===== src/core/dcgc_cfg.svh =====
/*
 constants for the daisy-chain group command handler: frame codes,
 field positions, sizes. assumes byte-wide frame streams on one clock.
*/
// How it works
// - stack write updates one to eight registers
// - non-member devices skip stack writes
// - write size field is byte count minus one
// - stack read init byte is A0
// - stack write request type 011, B0 upward
// - group frames carry no device address byte
// - read data byte is count minus one
// - host sends read size field zero; host code sends the init byte as software wrote it
// - broadcast read answered by every device
// - top device answers first, then downward
// - hold own answer until upper frame passed
// - bad upper CRC: no append, raise fault
// - response is data plus six protocol bytes
// - response carries own device address
// - broadcast write works without addressing
// - every device executes broadcast write
// - every command frame is forwarded onward
// - host sends start address then data/count
// - broadcast read init byte is C0
// - broadcast write request type 101, D0 upward
// - stack read answered by members only
// - bad command CRC: never execute
`ifndef DCGC_CFG_SVH
`define DCGC_CFG_SVH
`define DCGC_FRAME_BIT    7
`define DCGC_REQ_HI       6
`define DCGC_REQ_LO       4
`define DCGC_SIZE_HI      2
`define DCGC_SIZE_LO      0
`define DCGC_REQ_SREAD    3'h2
`define DCGC_REQ_SWRITE   3'h3
`define DCGC_REQ_BREAD    3'h4
`define DCGC_REQ_BWRITE   3'h5
`define DCGC_INIT_SREAD   8'hA0
`define DCGC_INIT_SWRITE  8'hB0
`define DCGC_INIT_BREAD   8'hC0
`define DCGC_INIT_BWRITE  8'hD0
`define DCGC_PROTO_BYTES  6'h06
`define DCGC_RESP_INIT    8'h00
`define DCGC_CRC_INIT     16'hFFFF
`define DCGC_CRC_POLY     16'hA001
`endif


===== src/core/dcgc_pkg.sv =====
/*
 types for the group command handler.
 assumes dcgc_cfg.svh is included by users of numeric constants.
*/
package dcgc_pkg;
  typedef enum logic [2:0] {
    DCGC_IDLE = 3'h0,
    DCGC_RADR = 3'h1,
    DCGC_RADL = 3'h3,
    DCGC_DATA = 3'h2,
    DCGC_CRCL = 3'h6,
    DCGC_CRCH = 3'h7
  } dcgc_cmd_st_t;
  typedef enum logic [1:0] {
    DCGC_RWAIT = 2'h0,
    DCGC_RPASS = 2'h1,
    DCGC_RSEND = 2'h3
  } dcgc_rsp_st_t;
endpackage


===== src/core/dcgc_link_if.sv =====
/*
 link between chain host and one device: command bytes downward-to-up,
 response bytes back down. assumes one shared clock.
*/
interface dcgc_link_if (
  input wire logic clock
);
  logic       cmd_valid;
  logic [7:0] cmd_byte;
  logic       cmd_last;
  logic       rsp_valid;
  logic [7:0] rsp_byte;
  logic       rsp_last;
  modport host (
    output cmd_valid, cmd_byte, cmd_last,
    input  rsp_valid, rsp_byte, rsp_last
  );
  modport dev (
    input  cmd_valid, cmd_byte, cmd_last,
    output rsp_valid, rsp_byte, rsp_last
  );
endinterface


===== src/core/dcgc_device.sv =====
/*
 device end: parses group command frames, forwards them upward,
 executes writes, relays upper responses and appends its own.
 assumes byte streams from neighbours on this clock, register data
 supplied combinationally on reg_rd_data for reg_rd_addr.
*/
// The register addresses and the address-and-strobe port were decided locally.
`include "dcgc_cfg.svh"
module dcgc_device
  import dcgc_pkg::*;
(
  input  wire logic        clock,
  input  wire logic        rstn,
  dcgc_link_if.dev         down,
  input  wire logic        up_rsp_valid,
  input  wire logic [7:0]  up_rsp_byte,
  input  wire logic        up_rsp_last,
  input  wire logic        stack_member_flag,
  input  wire logic        chain_top_device,
  input  wire logic [5:0]  dev_addr,
  input  wire logic [7:0]  reg_rd_data,
  output logic             up_cmd_valid,
  output logic      [7:0]  up_cmd_byte,
  output logic             up_cmd_last,
  output logic             reg_wr_en,
  output logic      [15:0] reg_wr_addr,
  output logic      [7:0]  reg_wr_data,
  output logic      [15:0] reg_rd_addr,
  output logic             crc_fault
);
  // ----------------------------------------------------------------
  // command parse
  // ----------------------------------------------------------------
  dcgc_cmd_st_t cst_r;
  logic [7:0]   init_r;
  logic [15:0]  addr_r;
  logic [2:0]   cnt_r;
  logic [7:0]   wbuf_r [0:7];
  logic [7:0]   rcnt_r;
  logic [15:0]  ccrc;
  logic [15:0]  rcrc;
  wire  [2:0]   req     = down.cmd_byte[`DCGC_REQ_HI:`DCGC_REQ_LO];
  wire          is_grp  = down.cmd_byte[`DCGC_FRAME_BIT] &&
                          (req >= `DCGC_REQ_SREAD) && (req <= `DCGC_REQ_BWRITE);
  wire  [2:0]   ireq    = init_r[`DCGC_REQ_HI:`DCGC_REQ_LO];
  wire          is_wr   = (ireq == `DCGC_REQ_SWRITE) || (ireq == `DCGC_REQ_BWRITE);
  wire  [2:0]   nbytes  = is_wr ? init_r[`DCGC_SIZE_HI:`DCGC_SIZE_LO] : 3'h0;
  wire          take    = down.cmd_valid;
  wire          crc_ok  = (ccrc == 16'h0000);
  wire          acts    = (ireq == `DCGC_REQ_BWRITE) || (ireq == `DCGC_REQ_BREAD) ||
                          stack_member_flag;
  wire          go_wr   = is_wr && acts && crc_ok;
  wire          go_rd   = !is_wr && acts && crc_ok;

  dcgc_crc u_ccrc (
    .clock (clock),
    .rstn  (rstn),
    .clear (cst_r == DCGC_IDLE && !take),
    .en    (take),
    .data  (down.cmd_byte),
    .crc   (ccrc)
  );

  always_ff @(posedge clock or negedge rstn) begin
    if (!rstn) begin
      up_cmd_valid <= 1'b0;
      up_cmd_byte  <= 8'h00;
      up_cmd_last  <= 1'b0;
    end else begin
      up_cmd_valid <= down.cmd_valid;
      up_cmd_byte  <= down.cmd_byte;
      up_cmd_last  <= down.cmd_last;
    end
  end

  always_ff @(posedge clock or negedge rstn) begin
    if (!rstn) begin
      cst_r  <= DCGC_IDLE;
      init_r <= 8'h00;
      addr_r <= 16'h0000;
      cnt_r  <= 3'h0;
      rcnt_r <= 8'h00;
    end else if (take) begin
      case (cst_r)
        DCGC_IDLE: begin
          init_r <= down.cmd_byte;
          if (is_grp) cst_r <= DCGC_RADR;
        end
        DCGC_RADR: begin
          addr_r[15:8] <= down.cmd_byte;
          cst_r <= DCGC_RADL;
        end
        DCGC_RADL: begin
          addr_r[7:0] <= down.cmd_byte;
          cnt_r <= 3'h0;
          cst_r <= DCGC_DATA;
        end
        DCGC_DATA: begin
          if (is_wr) wbuf_r[cnt_r] <= down.cmd_byte;
          else rcnt_r <= down.cmd_byte;
          cnt_r <= cnt_r + 3'h1;
          if (cnt_r == nbytes) cst_r <= DCGC_CRCL;
        end
        DCGC_CRCL: cst_r <= DCGC_CRCH;
        default: cst_r <= DCGC_IDLE;
      endcase
    end
  end

  // ----------------------------------------------------------------
  // write execution
  // ----------------------------------------------------------------
  logic       wact_r;
  logic       fend_r;
  logic [2:0] widx_r;
  logic [2:0] wlast_r;
  wire        frame_end = take && (cst_r == DCGC_CRCH);
  always_ff @(posedge clock or negedge rstn) begin
    if (!rstn) begin
      wact_r      <= 1'b0;
      fend_r      <= 1'b0;
      widx_r      <= 3'h0;
      wlast_r     <= 3'h0;
      reg_wr_en   <= 1'b0;
      reg_wr_addr <= 16'h0000;
      reg_wr_data <= 8'h00;
    end else begin
      fend_r    <= frame_end;
      reg_wr_en <= wact_r;
      if (wact_r) begin
        reg_wr_addr <= addr_r + {13'h0000, widx_r};
        reg_wr_data <= wbuf_r[widx_r];
        widx_r      <= widx_r + 3'h1;
        if (widx_r == wlast_r) wact_r <= 1'b0;
      end
      if (fend_r && go_wr) begin
        wact_r  <= 1'b1;
        widx_r  <= 3'h0;
        wlast_r <= nbytes;
      end
    end
  end

  // ----------------------------------------------------------------
  // response relay and append
  // ----------------------------------------------------------------
  dcgc_rsp_st_t rst_r;
  logic [7:0]   rlen_r;
  logic [7:0]   ridx_r;
  logic         uchk_r;
  logic [7:0]   sbyte;
  logic [15:0]  scrc;
  wire          up_end = up_rsp_valid && up_rsp_last;
  wire          up_ok  = (rcrc == 16'h0000) || (rst_r != DCGC_RPASS);

  dcgc_crc u_rcrc (
    .clock (clock),
    .rstn  (rstn),
    .clear (!up_rsp_valid && !(rst_r == DCGC_RPASS)),
    .en    (up_rsp_valid),
    .data  (up_rsp_byte),
    .crc   (rcrc)
  );
  dcgc_crc u_scrc (
    .clock (clock),
    .rstn  (rstn),
    .clear (rst_r != DCGC_RSEND),
    .en    (rst_r == DCGC_RSEND && ridx_r < rlen_r - 8'h02),
    .data  (sbyte),
    .crc   (scrc)
  );

  assign reg_rd_addr = addr_r + {8'h00, ridx_r - 8'h04};
  always_comb begin
    sbyte = reg_rd_data;
    if (ridx_r == 8'h00) sbyte = rcnt_r;
    else if (ridx_r == 8'h01) sbyte = {2'b00, dev_addr};
    else if (ridx_r == 8'h02) sbyte = addr_r[15:8];
    else if (ridx_r == 8'h03) sbyte = addr_r[7:0];
    else if (ridx_r == rlen_r - 8'h02) sbyte = scrc[7:0];
    else if (ridx_r == rlen_r - 8'h01) sbyte = scrc[15:8];
  end

  always_ff @(posedge clock or negedge rstn) begin
    if (!rstn) begin
      rst_r          <= DCGC_RWAIT;
      rlen_r         <= 8'h00;
      ridx_r         <= 8'h00;
      uchk_r         <= 1'b0;
      crc_fault      <= 1'b0;
      down.rsp_valid <= 1'b0;
      down.rsp_byte  <= 8'h00;
      down.rsp_last  <= 1'b0;
    end else begin
      crc_fault      <= 1'b0;
      down.rsp_valid <= up_rsp_valid;
      down.rsp_byte  <= up_rsp_byte;
      down.rsp_last  <= up_rsp_last;
      case (rst_r)
        DCGC_RWAIT: begin
          if (fend_r && go_rd) begin
            rlen_r <= rcnt_r + 8'h01 + {2'b00, `DCGC_PROTO_BYTES};
            ridx_r <= 8'h00;
            rst_r  <= chain_top_device ? DCGC_RSEND : DCGC_RPASS;
          end
        end
        DCGC_RPASS: begin
          if (uchk_r) begin
            uchk_r <= 1'b0;
            if (up_ok) rst_r <= DCGC_RSEND;
            else begin
              crc_fault <= 1'b1;
              rst_r     <= DCGC_RWAIT;
            end
          end else if (up_end) uchk_r <= 1'b1;
        end
        default: begin
          down.rsp_valid <= 1'b1;
          down.rsp_byte  <= sbyte;
          down.rsp_last  <= (ridx_r == rlen_r - 8'h01);
          ridx_r         <= ridx_r + 8'h01;
          if (ridx_r == rlen_r - 8'h01) rst_r <= DCGC_RWAIT;
        end
      endcase
    end
  end
endmodule


===== src/core/dcgc_crc.sv =====
/*
 bytewise crc16 (reflected, poly 0x8005) accumulator.
 assumes clear and byte strobes on the same clock.
*/
`include "dcgc_cfg.svh"
module dcgc_crc (
  input  wire logic        clock,
  input  wire logic        rstn,
  input  wire logic        clear,
  input  wire logic        en,
  input  wire logic [7:0]  data,
  output logic      [15:0] crc
);
  logic [15:0] nxt;
  always_comb begin
    nxt = crc ^ {8'h00, data};
    for (int i = 0; i < 8; i++) begin
      nxt = nxt[0] ? ((nxt >> 1) ^ `DCGC_CRC_POLY) : (nxt >> 1);
    end
  end
  always_ff @(posedge clock or negedge rstn) begin
    if (!rstn) crc <= `DCGC_CRC_INIT;
    else if (clear) crc <= `DCGC_CRC_INIT;
    else if (en) crc <= nxt;
  end
endmodule


===== src/flat_wrapper.sv =====
// flat-port wrapper written by rule: the top's interface ports become plain ports
module dcgc_device_flat import dcgc_pkg::*;
  (clock, rstn, up_rsp_valid, up_rsp_byte, up_rsp_last, stack_member_flag, chain_top_device, dev_addr, reg_rd_data, up_cmd_valid, up_cmd_byte, up_cmd_last, reg_wr_en, reg_wr_addr, reg_wr_data, reg_rd_addr, crc_fault, down_cmd_valid, down_cmd_byte, down_cmd_last, down_rsp_valid, down_rsp_byte, down_rsp_last);
  dcgc_link_if down_i (.clock(clock));
  input  wire logic clock;
  input  wire logic rstn;
  input  wire logic up_rsp_valid;
  input  wire logic [7:0] up_rsp_byte;
  input  wire logic up_rsp_last;
  input  wire logic stack_member_flag;
  input  wire logic chain_top_device;
  input  wire logic [5:0] dev_addr;
  input  wire logic [7:0] reg_rd_data;
  output logic up_cmd_valid;
  output logic      [7:0] up_cmd_byte;
  output logic up_cmd_last;
  output logic reg_wr_en;
  output logic      [15:0] reg_wr_addr;
  output logic      [7:0] reg_wr_data;
  output logic      [15:0] reg_rd_addr;
  output logic crc_fault;
  input wire logic [$bits(down_i.cmd_valid)-1:0] down_cmd_valid;
  input wire logic [$bits(down_i.cmd_byte)-1:0] down_cmd_byte;
  input wire logic [$bits(down_i.cmd_last)-1:0] down_cmd_last;
  output wire logic [$bits(down_i.rsp_valid)-1:0] down_rsp_valid;
  output wire logic [$bits(down_i.rsp_byte)-1:0] down_rsp_byte;
  output wire logic [$bits(down_i.rsp_last)-1:0] down_rsp_last;
  assign down_i.cmd_valid = down_cmd_valid;
  assign down_i.cmd_byte = down_cmd_byte;
  assign down_i.cmd_last = down_cmd_last;
  assign down_rsp_valid = down_i.rsp_valid;
  assign down_rsp_byte = down_i.rsp_byte;
  assign down_rsp_last = down_i.rsp_last;
  dcgc_device u_core (.clock(clock), .rstn(rstn), .down(down_i), .up_rsp_valid(up_rsp_valid), .up_rsp_byte(up_rsp_byte), .up_rsp_last(up_rsp_last), .stack_member_flag(stack_member_flag), .chain_top_device(chain_top_device), .dev_addr(dev_addr), .reg_rd_data(reg_rd_data), .up_cmd_valid(up_cmd_valid), .up_cmd_byte(up_cmd_byte), .up_cmd_last(up_cmd_last), .reg_wr_en(reg_wr_en), .reg_wr_addr(reg_wr_addr), .reg_wr_data(reg_wr_data), .reg_rd_addr(reg_rd_addr), .crc_fault(crc_fault));
endmodule

===== config.mk =====
export PLATFORM = sky130hd
export DESIGN_NAME = dcgc_device_flat
export DESIGN_NICKNAME = d
export VERILOG_FILES = /design/src/core/dcgc_pkg.sv /design/src/core/dcgc_link_if.sv /design/src/core/dcgc_device.sv /design/src/core/dcgc_crc.sv /design/src/flat_wrapper.sv
export VERILOG_INCLUDE_DIRS = /design/src /design/src/core
export SDC_FILE = /design/constraint.sdc
export NUM_CORES = 1
export LEC_CHECK = 0
export BUFFER_PORTS_ARGS = -buffer_cell sky130_fd_sc_hd__buf_2
export CELL_PAD_IN_SITES_DETAIL_PLACEMENT = 0
export CELL_PAD_IN_SITES_GLOBAL_PLACEMENT = 1
export CORE_ASPECT_RATIO = 0.5
export CORE_MARGIN = 4
export CORE_UTILIZATION = 52
export DETAILED_ROUTE_END_ITERATION = 10
export PLACE_DENSITY = 0.89
export SYNTH_ARGS = -nofsm -noshare
export SYNTH_HDL_FRONTEND = slang
export SYNTH_SLANG_ARGS = --single-unit

===== constraint.sdc =====
create_clock -name clock -period 7.3 [get_ports clock]
set_input_delay 2.19 -clock clock [delete_from_list [all_inputs] [get_ports clock]]
set_output_delay 2.19 -clock clock [all_outputs]
set_load 0.01 [all_outputs]

* After elaboration in Yosys (flattened, before gate mapping)
Memory sizes are Yosys's and may differ from the RTL's. A register that Yosys moved wholly into a read port is not among the register bits.
Cells that the tools add are included.
** Storage, ports and cells
- Bits of input ports :: 38
- Output and inout bits :: 62
- Logic and storage cells :: 202
- Memory bits (writable) :: 64
- Bits in registers :: 150
- Memories kept :: 1
** Memory list
- u_core.wbuf_r :: depth 8, bits a word 8, rd ports 1, clocked after memory_dff 1, write ports 1, line dcgc_device.sv:38 : logic [7:0] wbuf_r [0:7];
** Cells by class
- Reduce and logical (&&, ||, !) cells :: 44
- Bitwise logic cells :: 29
- Magnitude comparators :: 3
- Multiplexer cells :: 66
- $add $sub $neg :: 10
- Eq/ne operators :: 23
** Operators by type and width (count)
- $mux 16 :: 30
- $not 2->3 :: 24
- $mux 8 :: 8
- $xor 16x8->16 :: 3
- $logic_not 16->1 :: 2
- $add 16x3->16 :: 1
- $add 16x8->16 :: 1
- $add 8x1->8 const B :: 2
- $eq 8x2->1 const B :: 2
- $eq 8x8->1 :: 2
- $pmux 8 s2 :: 1
- $mux 3 :: 5
- $pmux 3 s5 :: 1
- $logic_and 1x1->1 :: 14
- $mux 1 :: 14
- $eq 3x3->1 const B :: 4
- $reduce_and 2->1 :: 6
- $mux 2 :: 5
- $ne 2x1->1 const B :: 5
- $reduce_bool 2->1 :: 5
- $eq 3x2->1 const B :: 3
- $reduce_and 3->1 :: 3
- $add 8x3->8 const B :: 1
- $eq 8x1->1 const B :: 1
- other kinds (22) :: 32

* Logic depth before layout (Yosys ltp)
Gate-level depths: netlist of the first run.
- Depth after elaboration :: 27
- Depth in mapped cells :: 17
- Gate-level depth less buffers :: 16

* By module
From an unflattened synthesis of the first run, not the netlist that was laid out.
** Second synthesis, totals
- Cells, all modules :: 1027
- Area total of the unflattened synthesis :: 11473.5 um^2
** Modules (own cells, without submodules)
- dcgc_device :: area each 8787.2 um^2, instances 1, cells each 768, seq. area each 4649.5 um^2
- dcgc_crc at u_core.u_rcrc ... :: area each 894.6 um^2, instances 2, cells each 86, seq. area each 420.4 um^2
- dcgc_crc at u_core.u_ccrc :: area each 897.1 um^2, instances 1, cells each 87, seq. area each 420.4 um^2

* Worst setup path after synthesis of the first run
Ideal clock, no wire load.
- Kind :: register to output
- Start :: register u_core.ridx_r[2]
- End :: output port reg_rd_addr[13]
- Stages on the path, launching flop included :: 14
- Path slack :: 2.568 ns
- Arrival :: 2.542 ns
- Buffers on the path :: 0
- Required time :: 5.110 ns
- Cell sequence :: dfrtp_1 inv_1 ha_1 inv_1 ha_1 inv_1 o21ai_0 a21oi_1 o21bai_1 a21oi_1 nor2b_1 o21ai_0 nor3_1 xnor2_1
** On the way
- Longest elaborated chain between the ends :: 2
** Ends and longest elaborated chain
- start, declared :: line dcgc_device.sv:149 : logic [7:0] ridx_r;
- start signal, assigned :: line dcgc_device.sv:221 : ridx_r <= ridx_r + 8'h01;
- $sub 8x3->8 :: line dcgc_device.sv:173 : assign reg_rd_addr = addr_r + {8'h00, ridx_r - 8'h04};
- $add 16x8->16 :: line dcgc_device.sv:173
- end, declared :: line flat_wrapper.sv:20 : output logic [15:0] reg_rd_addr;
Every way passes these cells.

* Final worst setup path of the first run
Same ends and word-level chain as after synthesis.

==> flow_metrics.tcl, run 1 <==
set metrics [dict create \
    outcome "finished, final reports clean" \
    ys_types 77 \
    synth-seq-cells 221 \
    path_common_cell "inv_1" \
    grt_max_degree 85 \
    synth_seq_area_share_pct 51.0 \
    final.setup.worst_slack_ns 1.40 \
    intPower_w 0.00269 \
    row_count 38 \
    cts_buffers 22 \
    netlist_instances 1046 \
    critPathBufInv 4 \
    yosysWarnings 0 \
    fmax_mhz 169 \
    post-cts-setup-buffers 0 \
    die_width_um 219 \
    yosysMostFrequentCell "dfrtp_1" \
    grt_pass1_vias 8254 \
    io_buffer_count 99 \
    ant_nets 0 \
    grt_overflow 0 \
    initial_core_util_pct 53.3 \
    sw_frac_of_total_pct 33.9 \
    setup-tns-final_ns 0 \
    arrival_ns 3.71 \
    clk_pin_slew_ns 0.07 \
    antenna_cells 0 \
    drc 0 \
    path_cells "inv_1 > ha_1 > inv_1 > ha_1 > inv_1 > o21ai_0 > a21oi_1 > o21bai_1 > a21oi_1 > nor2b_1 > o21ai_0 > nor3_1 > xnor2_1 > buf_2" \
    synth_area_um2 11600 \
    post_drt_wl_per_cell_um 19.5 \
    dieArea_um2 24900 \
    die_h_um 114 \
    synth.top_cell.area_share_pct 23.5 \
    cpPeakStageDelay_ns 0.58 \
    yosysTopAreaCell "dfrtp_1" \
    antenna_found_initial 0 \
    synth-async-reset-ratio_pct 71.0 \
    drtPass1Iterations 4 \
    dp_slack_ns 1.94 \
    cts_hold_buffers 0 \
    grt_pass1_wl_um 45100 \
    p_sw_w 0.00138 \
    synthFlopType "dfrtp_1" \
    critPathSlowestCell "o21ai_0" \
    nets 1196 \
    gp_congestion 0.887 \
    setup_viol 0 \
    fin_worst_skew_ns 0.0161 \
    hold_path.class "reg -> reg" \
    critical_path_required_ns 5.11 \
    core-area_um2 21800 \
    io-pin-count 100 \
    drive_above_1_share_pct 23.5 \
    cp-start-kind "flip-flop" \
    min_period_ns 5.90 \
    htree_levels 1 \
    p_comb_share_pct 29.2 \
    via_per_inst 5.75 \
    dp_hpwl_um 19400 \
    clk_latency_ns 0.53 \
    vias 8281 \
    syn_avg_cell_area_um2 11.1 \
    wirelength_um 28100 \
    cp_top_family "compound AO/OA/AOI/OAI gates" \
    cts-root-buf "clkbuf_16" \
    clock_path_buffers 3 \
    seq_power_share_pct 43.6 \
    grt_usage_pct 22.8 \
    synth_fp_nets 1117 \
    cap_violations 0 \
    rsz0062_at_grt "false" \
    area_growth_pct 12.4 \
    power_density_nw_per_um2 312 \
    clock_sink_count 221 \
    worstPathMaxFanout 10 \
    worst_slew_pin_slew_ns 1.17 \
    ys_top_cells_by_area "dfrtp_1, edfxtp_1, dfstp_2, xnor2_1, mux2_2" \
    power_frac_clock_pct 27.2 \
    fin_crit_sh_pct 80.9 \
    tritoncts "yes" \
    maxSlewViolCount 0 \
    drt-initial-drc-count 838 \
    p_leak_nw 5.44 \
    cp-end-kind "primary output" \
    irDropWorstVdd_uv 179 \
    slew_headroom_pct 21.2 \
    netlist_top_cells_count "dfrtp_1, nor2_1, a21oi_1" \
    cts_resized 0 \
    worstSetupPathType "reg -> out" \
    synth_edf_count 64 \
    hold_viol 0 \
]
-- path summary, 6_finish.rpt --
check                                           from                      end  slack, ns  cells after the start
worst max-delay path                u_core.ridx_r[2]          reg_rd_addr[13]       1.40                     14
worst min register to register  u_core.u_ccrc.crc[9]     u_core.u_ccrc.crc[1]       0.47                      2
worst min-delay path            u_core.u_ccrc.crc[9]     u_core.u_ccrc.crc[1]       0.47                      2
min in group asynchronous                       rstn    u_core.reg_wr_data[3]       1.68                      1
worst max register to register      u_core.rlen_r[2]     u_core.u_scrc.crc[0]       2.54                     16
max in group asynchronous                       rstn  u_core.down.rsp_byte[5]       4.05                      2
-- flip-flops by register name, indices dropped and copies added, names as in the netlist, 2 cells and up --
| register | count |
|---|---|
| u_core.addr_r | 16 |
| u_core.cnt_r | 3 |
| u_core.cst_r | 3 |
| u_core.down.rsp_byte | 8 |
| u_core.init_r | 6 |
| u_core.rcnt_r | 8 |
| u_core.reg_wr_addr | 16 |
| u_core.reg_wr_data | 8 |
| u_core.ridx_r | 8 |
| u_core.rlen_r | 8 |
| u_core.rst_r | 2 |
| u_core.u_ccrc.crc | 16 |
| u_core.u_rcrc.crc | 16 |
| u_core.u_scrc.crc | 16 |
| u_core.up_cmd_byte | 8 |
| u_core.wbuf_r | 64 |
| u_core.widx_r | 3 |
| u_core.wlast_r | 3 |
-- cell usage in the layout (no fill, tap or decap), types with 7 or more instances in the layout --
cell         n
a21oi_1     82
a22oi_1      7
a2bb2oi_1    7
and3_1       7
buf_2       98
buf_4       11
clkbuf_1     9
clkbuf_16   22
dfrtp_1    109
dfstp_2     48
edfxtp_1    64
ha_1        31
inv_1       44
mux2_2      39
mux2i_1     17
mux4_2      16
nand2_1     64
nand2b_1    11
nand3_1     16
nand4_1     12
nor2_1     102
nor2b_1     16
nor3_1      19
nor3b_1      9
nor4_1      11
o21ai_0     42
o22a_1       8
xnor2_1     78
xor2_1      37
-- logic make-up after synthesis --
| kind of cell | count (synthesis) | share of synthesized area (%) |
|---|---|---|
| xor gates and xnor gates | 119 | 9.37 |
| adders and majority gates | 33 | 3.69 |
| AOI/OAI and AO/OA | 207 | 11.7 |
| DFF | 221 | 51.0 |
| muxes | 73 | 8.49 |
| buffers and inverters | 100 | 3.43 |
| and+or+nand+nor | 293 | 12.4 |
-- power by group through the flow --
stage,Combinational (W),Clock (W),Sequential [W]
after floorplan,0.000953,0,0.00166
after CTS,0.00119,0.00113,0.00177
after global placement,0.00115,0,0.00177
after global routing,0.00131,0.00119,0.00180
after detailed placement,0.00118,0,0.00179
final,0.00119,0.00111,0.00177
-- metrics by stage --
stage / hold WS, ns / instances / utilization (%) / total power [W] / area [um^2]
2_1_floorplan: 0.389 / 1046 / - / 0.00261 / 11600
3_3_place_gp: 0.453 / 1401 / 56.6 / 0.00292 / 12300
3_5_place_dp: 0.465 / 1401 / 56.6 / 0.00296 / 12300
4_1_cts: 0.473 / 1441 / 59.8 / 0.00409 / 13000
5_1_grt: 0.497 / 1441 / 59.8 / 0.00430 / 13000
6_report: 0.469 / 1441 / 59.8 / 0.00407 / 13000
-- layout make-up --
class                      count  area, um^2
fill                        1816        8740
sequential                   221        5910
multi-input combinational    725        5290
clock buffer                  32         598
timing repair buffer         110         584
tap                          300         375
inverter                      45         169
clock inverter                 8         105
-- worst register-to-register path: cells and delay by family, from the launching register on --
| family | cells | cell delay (ns) |
|---|---|---|
| flip-flops | 1 | 0.45 |
| buffers and inverters | 1 | 0.09 |
| adder cells (fa/ha/maj) | 2 | 0.56 |
| AO/OA/AOI/OAI | 4 | 0.93 |
| AND/OR/NAND/NOR | 4 | 1.15 |
| XOR/XNOR | 5 | 1.51 |
-- per-layer routing --
metal	vias to the layer above	global-route usage, %	part of all wire (%)
li1	3856	-	-
met1	4162	31.9	45
met2	229	38.2	48
met3	34	3.51	4.8
met4	0	4.84	1.9
met5	-	0	0
(Power assumes the default switching activity.)
==> run 2: changes to the inputs <==
- CORE_UTILIZATION: 52 -> 44
- PLACE_DENSITY: 0.89 -> 0.8
- clock period: 7.3 -> 5.19 ns (I/O delays scaled with it)
==> flow_metrics.tcl, run 2 (synthesis gave the netlist of run 1 again) <==
set metrics [dict create \
    whs_path_depth 2 \
    final_common_cell "dfrtp_1" \
    p_leak_nw 5.46 \
    drtPass1Iterations 5 \
    core-area_um2 25500 \
    place_area_um2 12400 \
    dieArea_um2 29200 \
    maxSlewViolCount 0 \
    min_period_ns 4.83 \
    fillers 2261 \
    slew_headroom_pct 23.5 \
    cts_hold_buffers 0 \
    fin_worst_skew_ns 0.0112 \
    ant_nets 0 \
    arrival_ns 3.28 \
    clock_path_buffers 3 \
    r2r-end "u_core.u_scrc.crc[0]" \
    antenna_found_initial 1 \
    outcome "finished, final reports clean" \
    row_count 41 \
    nets 1198 \
    tritoncts "yes" \
    post-cts-setup-buffers 0 \
    post_drt_wl_per_cell_um 19.2 \
    initial_core_util_pct 45.4 \
    htree_levels 1 \
    setup_viol 0 \
    io-pin-count 100 \
    final_area_um2 13100 \
    die_width_um 238 \
    r2r_setup_slack_ns 1.00 \
    wirelength_um 28600 \
    drive_above_1_share_pct 23.9 \
    cp-start-kind "flip-flop" \
    hold_path.class "reg -> reg" \
    top_register "u_core.wbuf_r" \
    rsz0062_at_grt "false" \
    power_density_nw_per_um2 437 \
    worst_slew_pin_slew_ns 1.14 \
    cp-end-kind "primary output" \
    grt_pass1_wl_um 45400 \
    cap_violations 0 \
    largest_reg_flops 64 \
    die_h_um 123 \
    grt_usage_pct 19.6 \
    gp_congestion 0.870 \
    fmax_mhz 207 \
    reg2reg_from "u_core.rlen_r[2]" \
    place_inst 1447 \
    min_from "u_core.u_ccrc.crc[9]" \
    area_growth_pct 12.9 \
    setup-tns-final_ns 0 \
    clk_pin_slew_ns 0.06 \
    drt-initial-drc-count 723 \
    irDropWorstVdd_uv 234 \
    hold_viol 0 \
    fin_crit_sh_pct 93.1 \
    clk_latency_ns 0.51 \
    grt_overflow 0 \
    worstSetupPathType "reg -> out" \
    min_to "u_core.u_ccrc.crc[1]" \
    grt_pass1_vias 8094 \
    io_buffer_count 99 \
    cts_buffers 22 \
    dp_hpwl_um 20400 \
    ff2ff_path_depth 17 \
    cts-root-buf "clkbuf_16" \
    drc 0 \
    cts_resized 0 \
    grt_max_degree 62 \
    worstPathMaxFanout 10 \
    via_per_inst 5.54 \
    final_cell_mix "dfrtp_1, nor2_1, buf_2, a21oi_1, xnor2_1" \
    vias 8243 \
    stdcell_count 1488 \
    critical_path_required_ns 3.63 \
    clock_sink_count 221 \
]
==> run 2: cell types whose count changed in the layout (fill, tap and decap cells not counted), sizes merged <==
cell | previous run | this run
clkinvlp | 2 | 1
inv | 45 | 46
buf | 110 | 112
clkinv | 5 | 6
bufinv | 1 | 0
diode | 0 | 1
==> run 2: metrics by stage <==
step	hold slack, ns	total power [W]	setup WS [ns]	utilization, %
after global placement	0.456	0.00416	0.842	48.6
after floorplan	0.389	0.00367	1.09	-
after detailed placement	0.461	0.00421	0.731	48.6
after global routing	0.491	0.00606	0.0931	51.3
final	0.474	0.00573	0.357	51.3
after CTS	0.474	0.00576	0.169	51.3
==> run 2: how the worst max path moves through the flow <==
stage | depth (start not counted) | to | startpoint
detailed placement | 14 | reg_rd_addr[13] | u_core.ridx_r[2]
global route | 14 | reg_rd_addr[13] | u_core.ridx_r[2]
floorplan | 13 | reg_rd_addr[13] | u_core.ridx_r[2]
CTS | 14 | reg_rd_addr[13] | u_core.ridx_r[2]
global placement | 14 | reg_rd_addr[15] | u_core.ridx_r[2]
finish | 14 | reg_rd_addr[13] | u_core.ridx_r[2]
==> run 2: final cells by class <==
class	instances	area, um^2	share of cell area, %
flip-flops and latches	221	5910	45.1
diodes	1	2.50	0.0191
repair buffers	112	599	4.58
multi-input cells	725	5300	40.4
clock inverters	8	53.8	0.411
clock buffers	32	638	4.87
inverters	45	169	1.29
well taps	344	430	3.29
==> run 2: report_power, final <==
group          internal (W)  total, W  leakage (nW)  switching (W)
Combinational      0.000803   0.00168          2.68       0.000880
Clock              0.000859   0.00153         0.337       0.000673
Sequential          0.00213   0.00251          2.44       0.000387
Total               0.00379   0.00573          5.46        0.00194
==> run 2: per-layer routing <==
layer / vias to the layer above / wire length [um] / share of wire (%) / global-route usage [%]
met5: - / 0 / 0 / 0
li1: 3879 / - / - / -
met1: 4137 / 13300 / 46 / 27.6
met4: 0 / 583 / 2.0 / 5.10
met3: 40 / 1200 / 4.2 / 2.99
met2: 187 / 13500 / 47 / 32.3
==> run 2: worst max-delay path: stages (launching register included) <==
cell      delay (ns)
dfrtp_1         0.53
inv_1           0.15
ha_1            0.30
inv_1           0.04
ha_1            0.29
inv_1           0.07
o21ai_0         0.08
a21oi_1         0.23
o21bai_1        0.09
a21oi_1         0.21
nor2b_1         0.07
o21ai_1         0.28
nor3_1          0.12
xnor2_1         0.15
buf_2           0.15
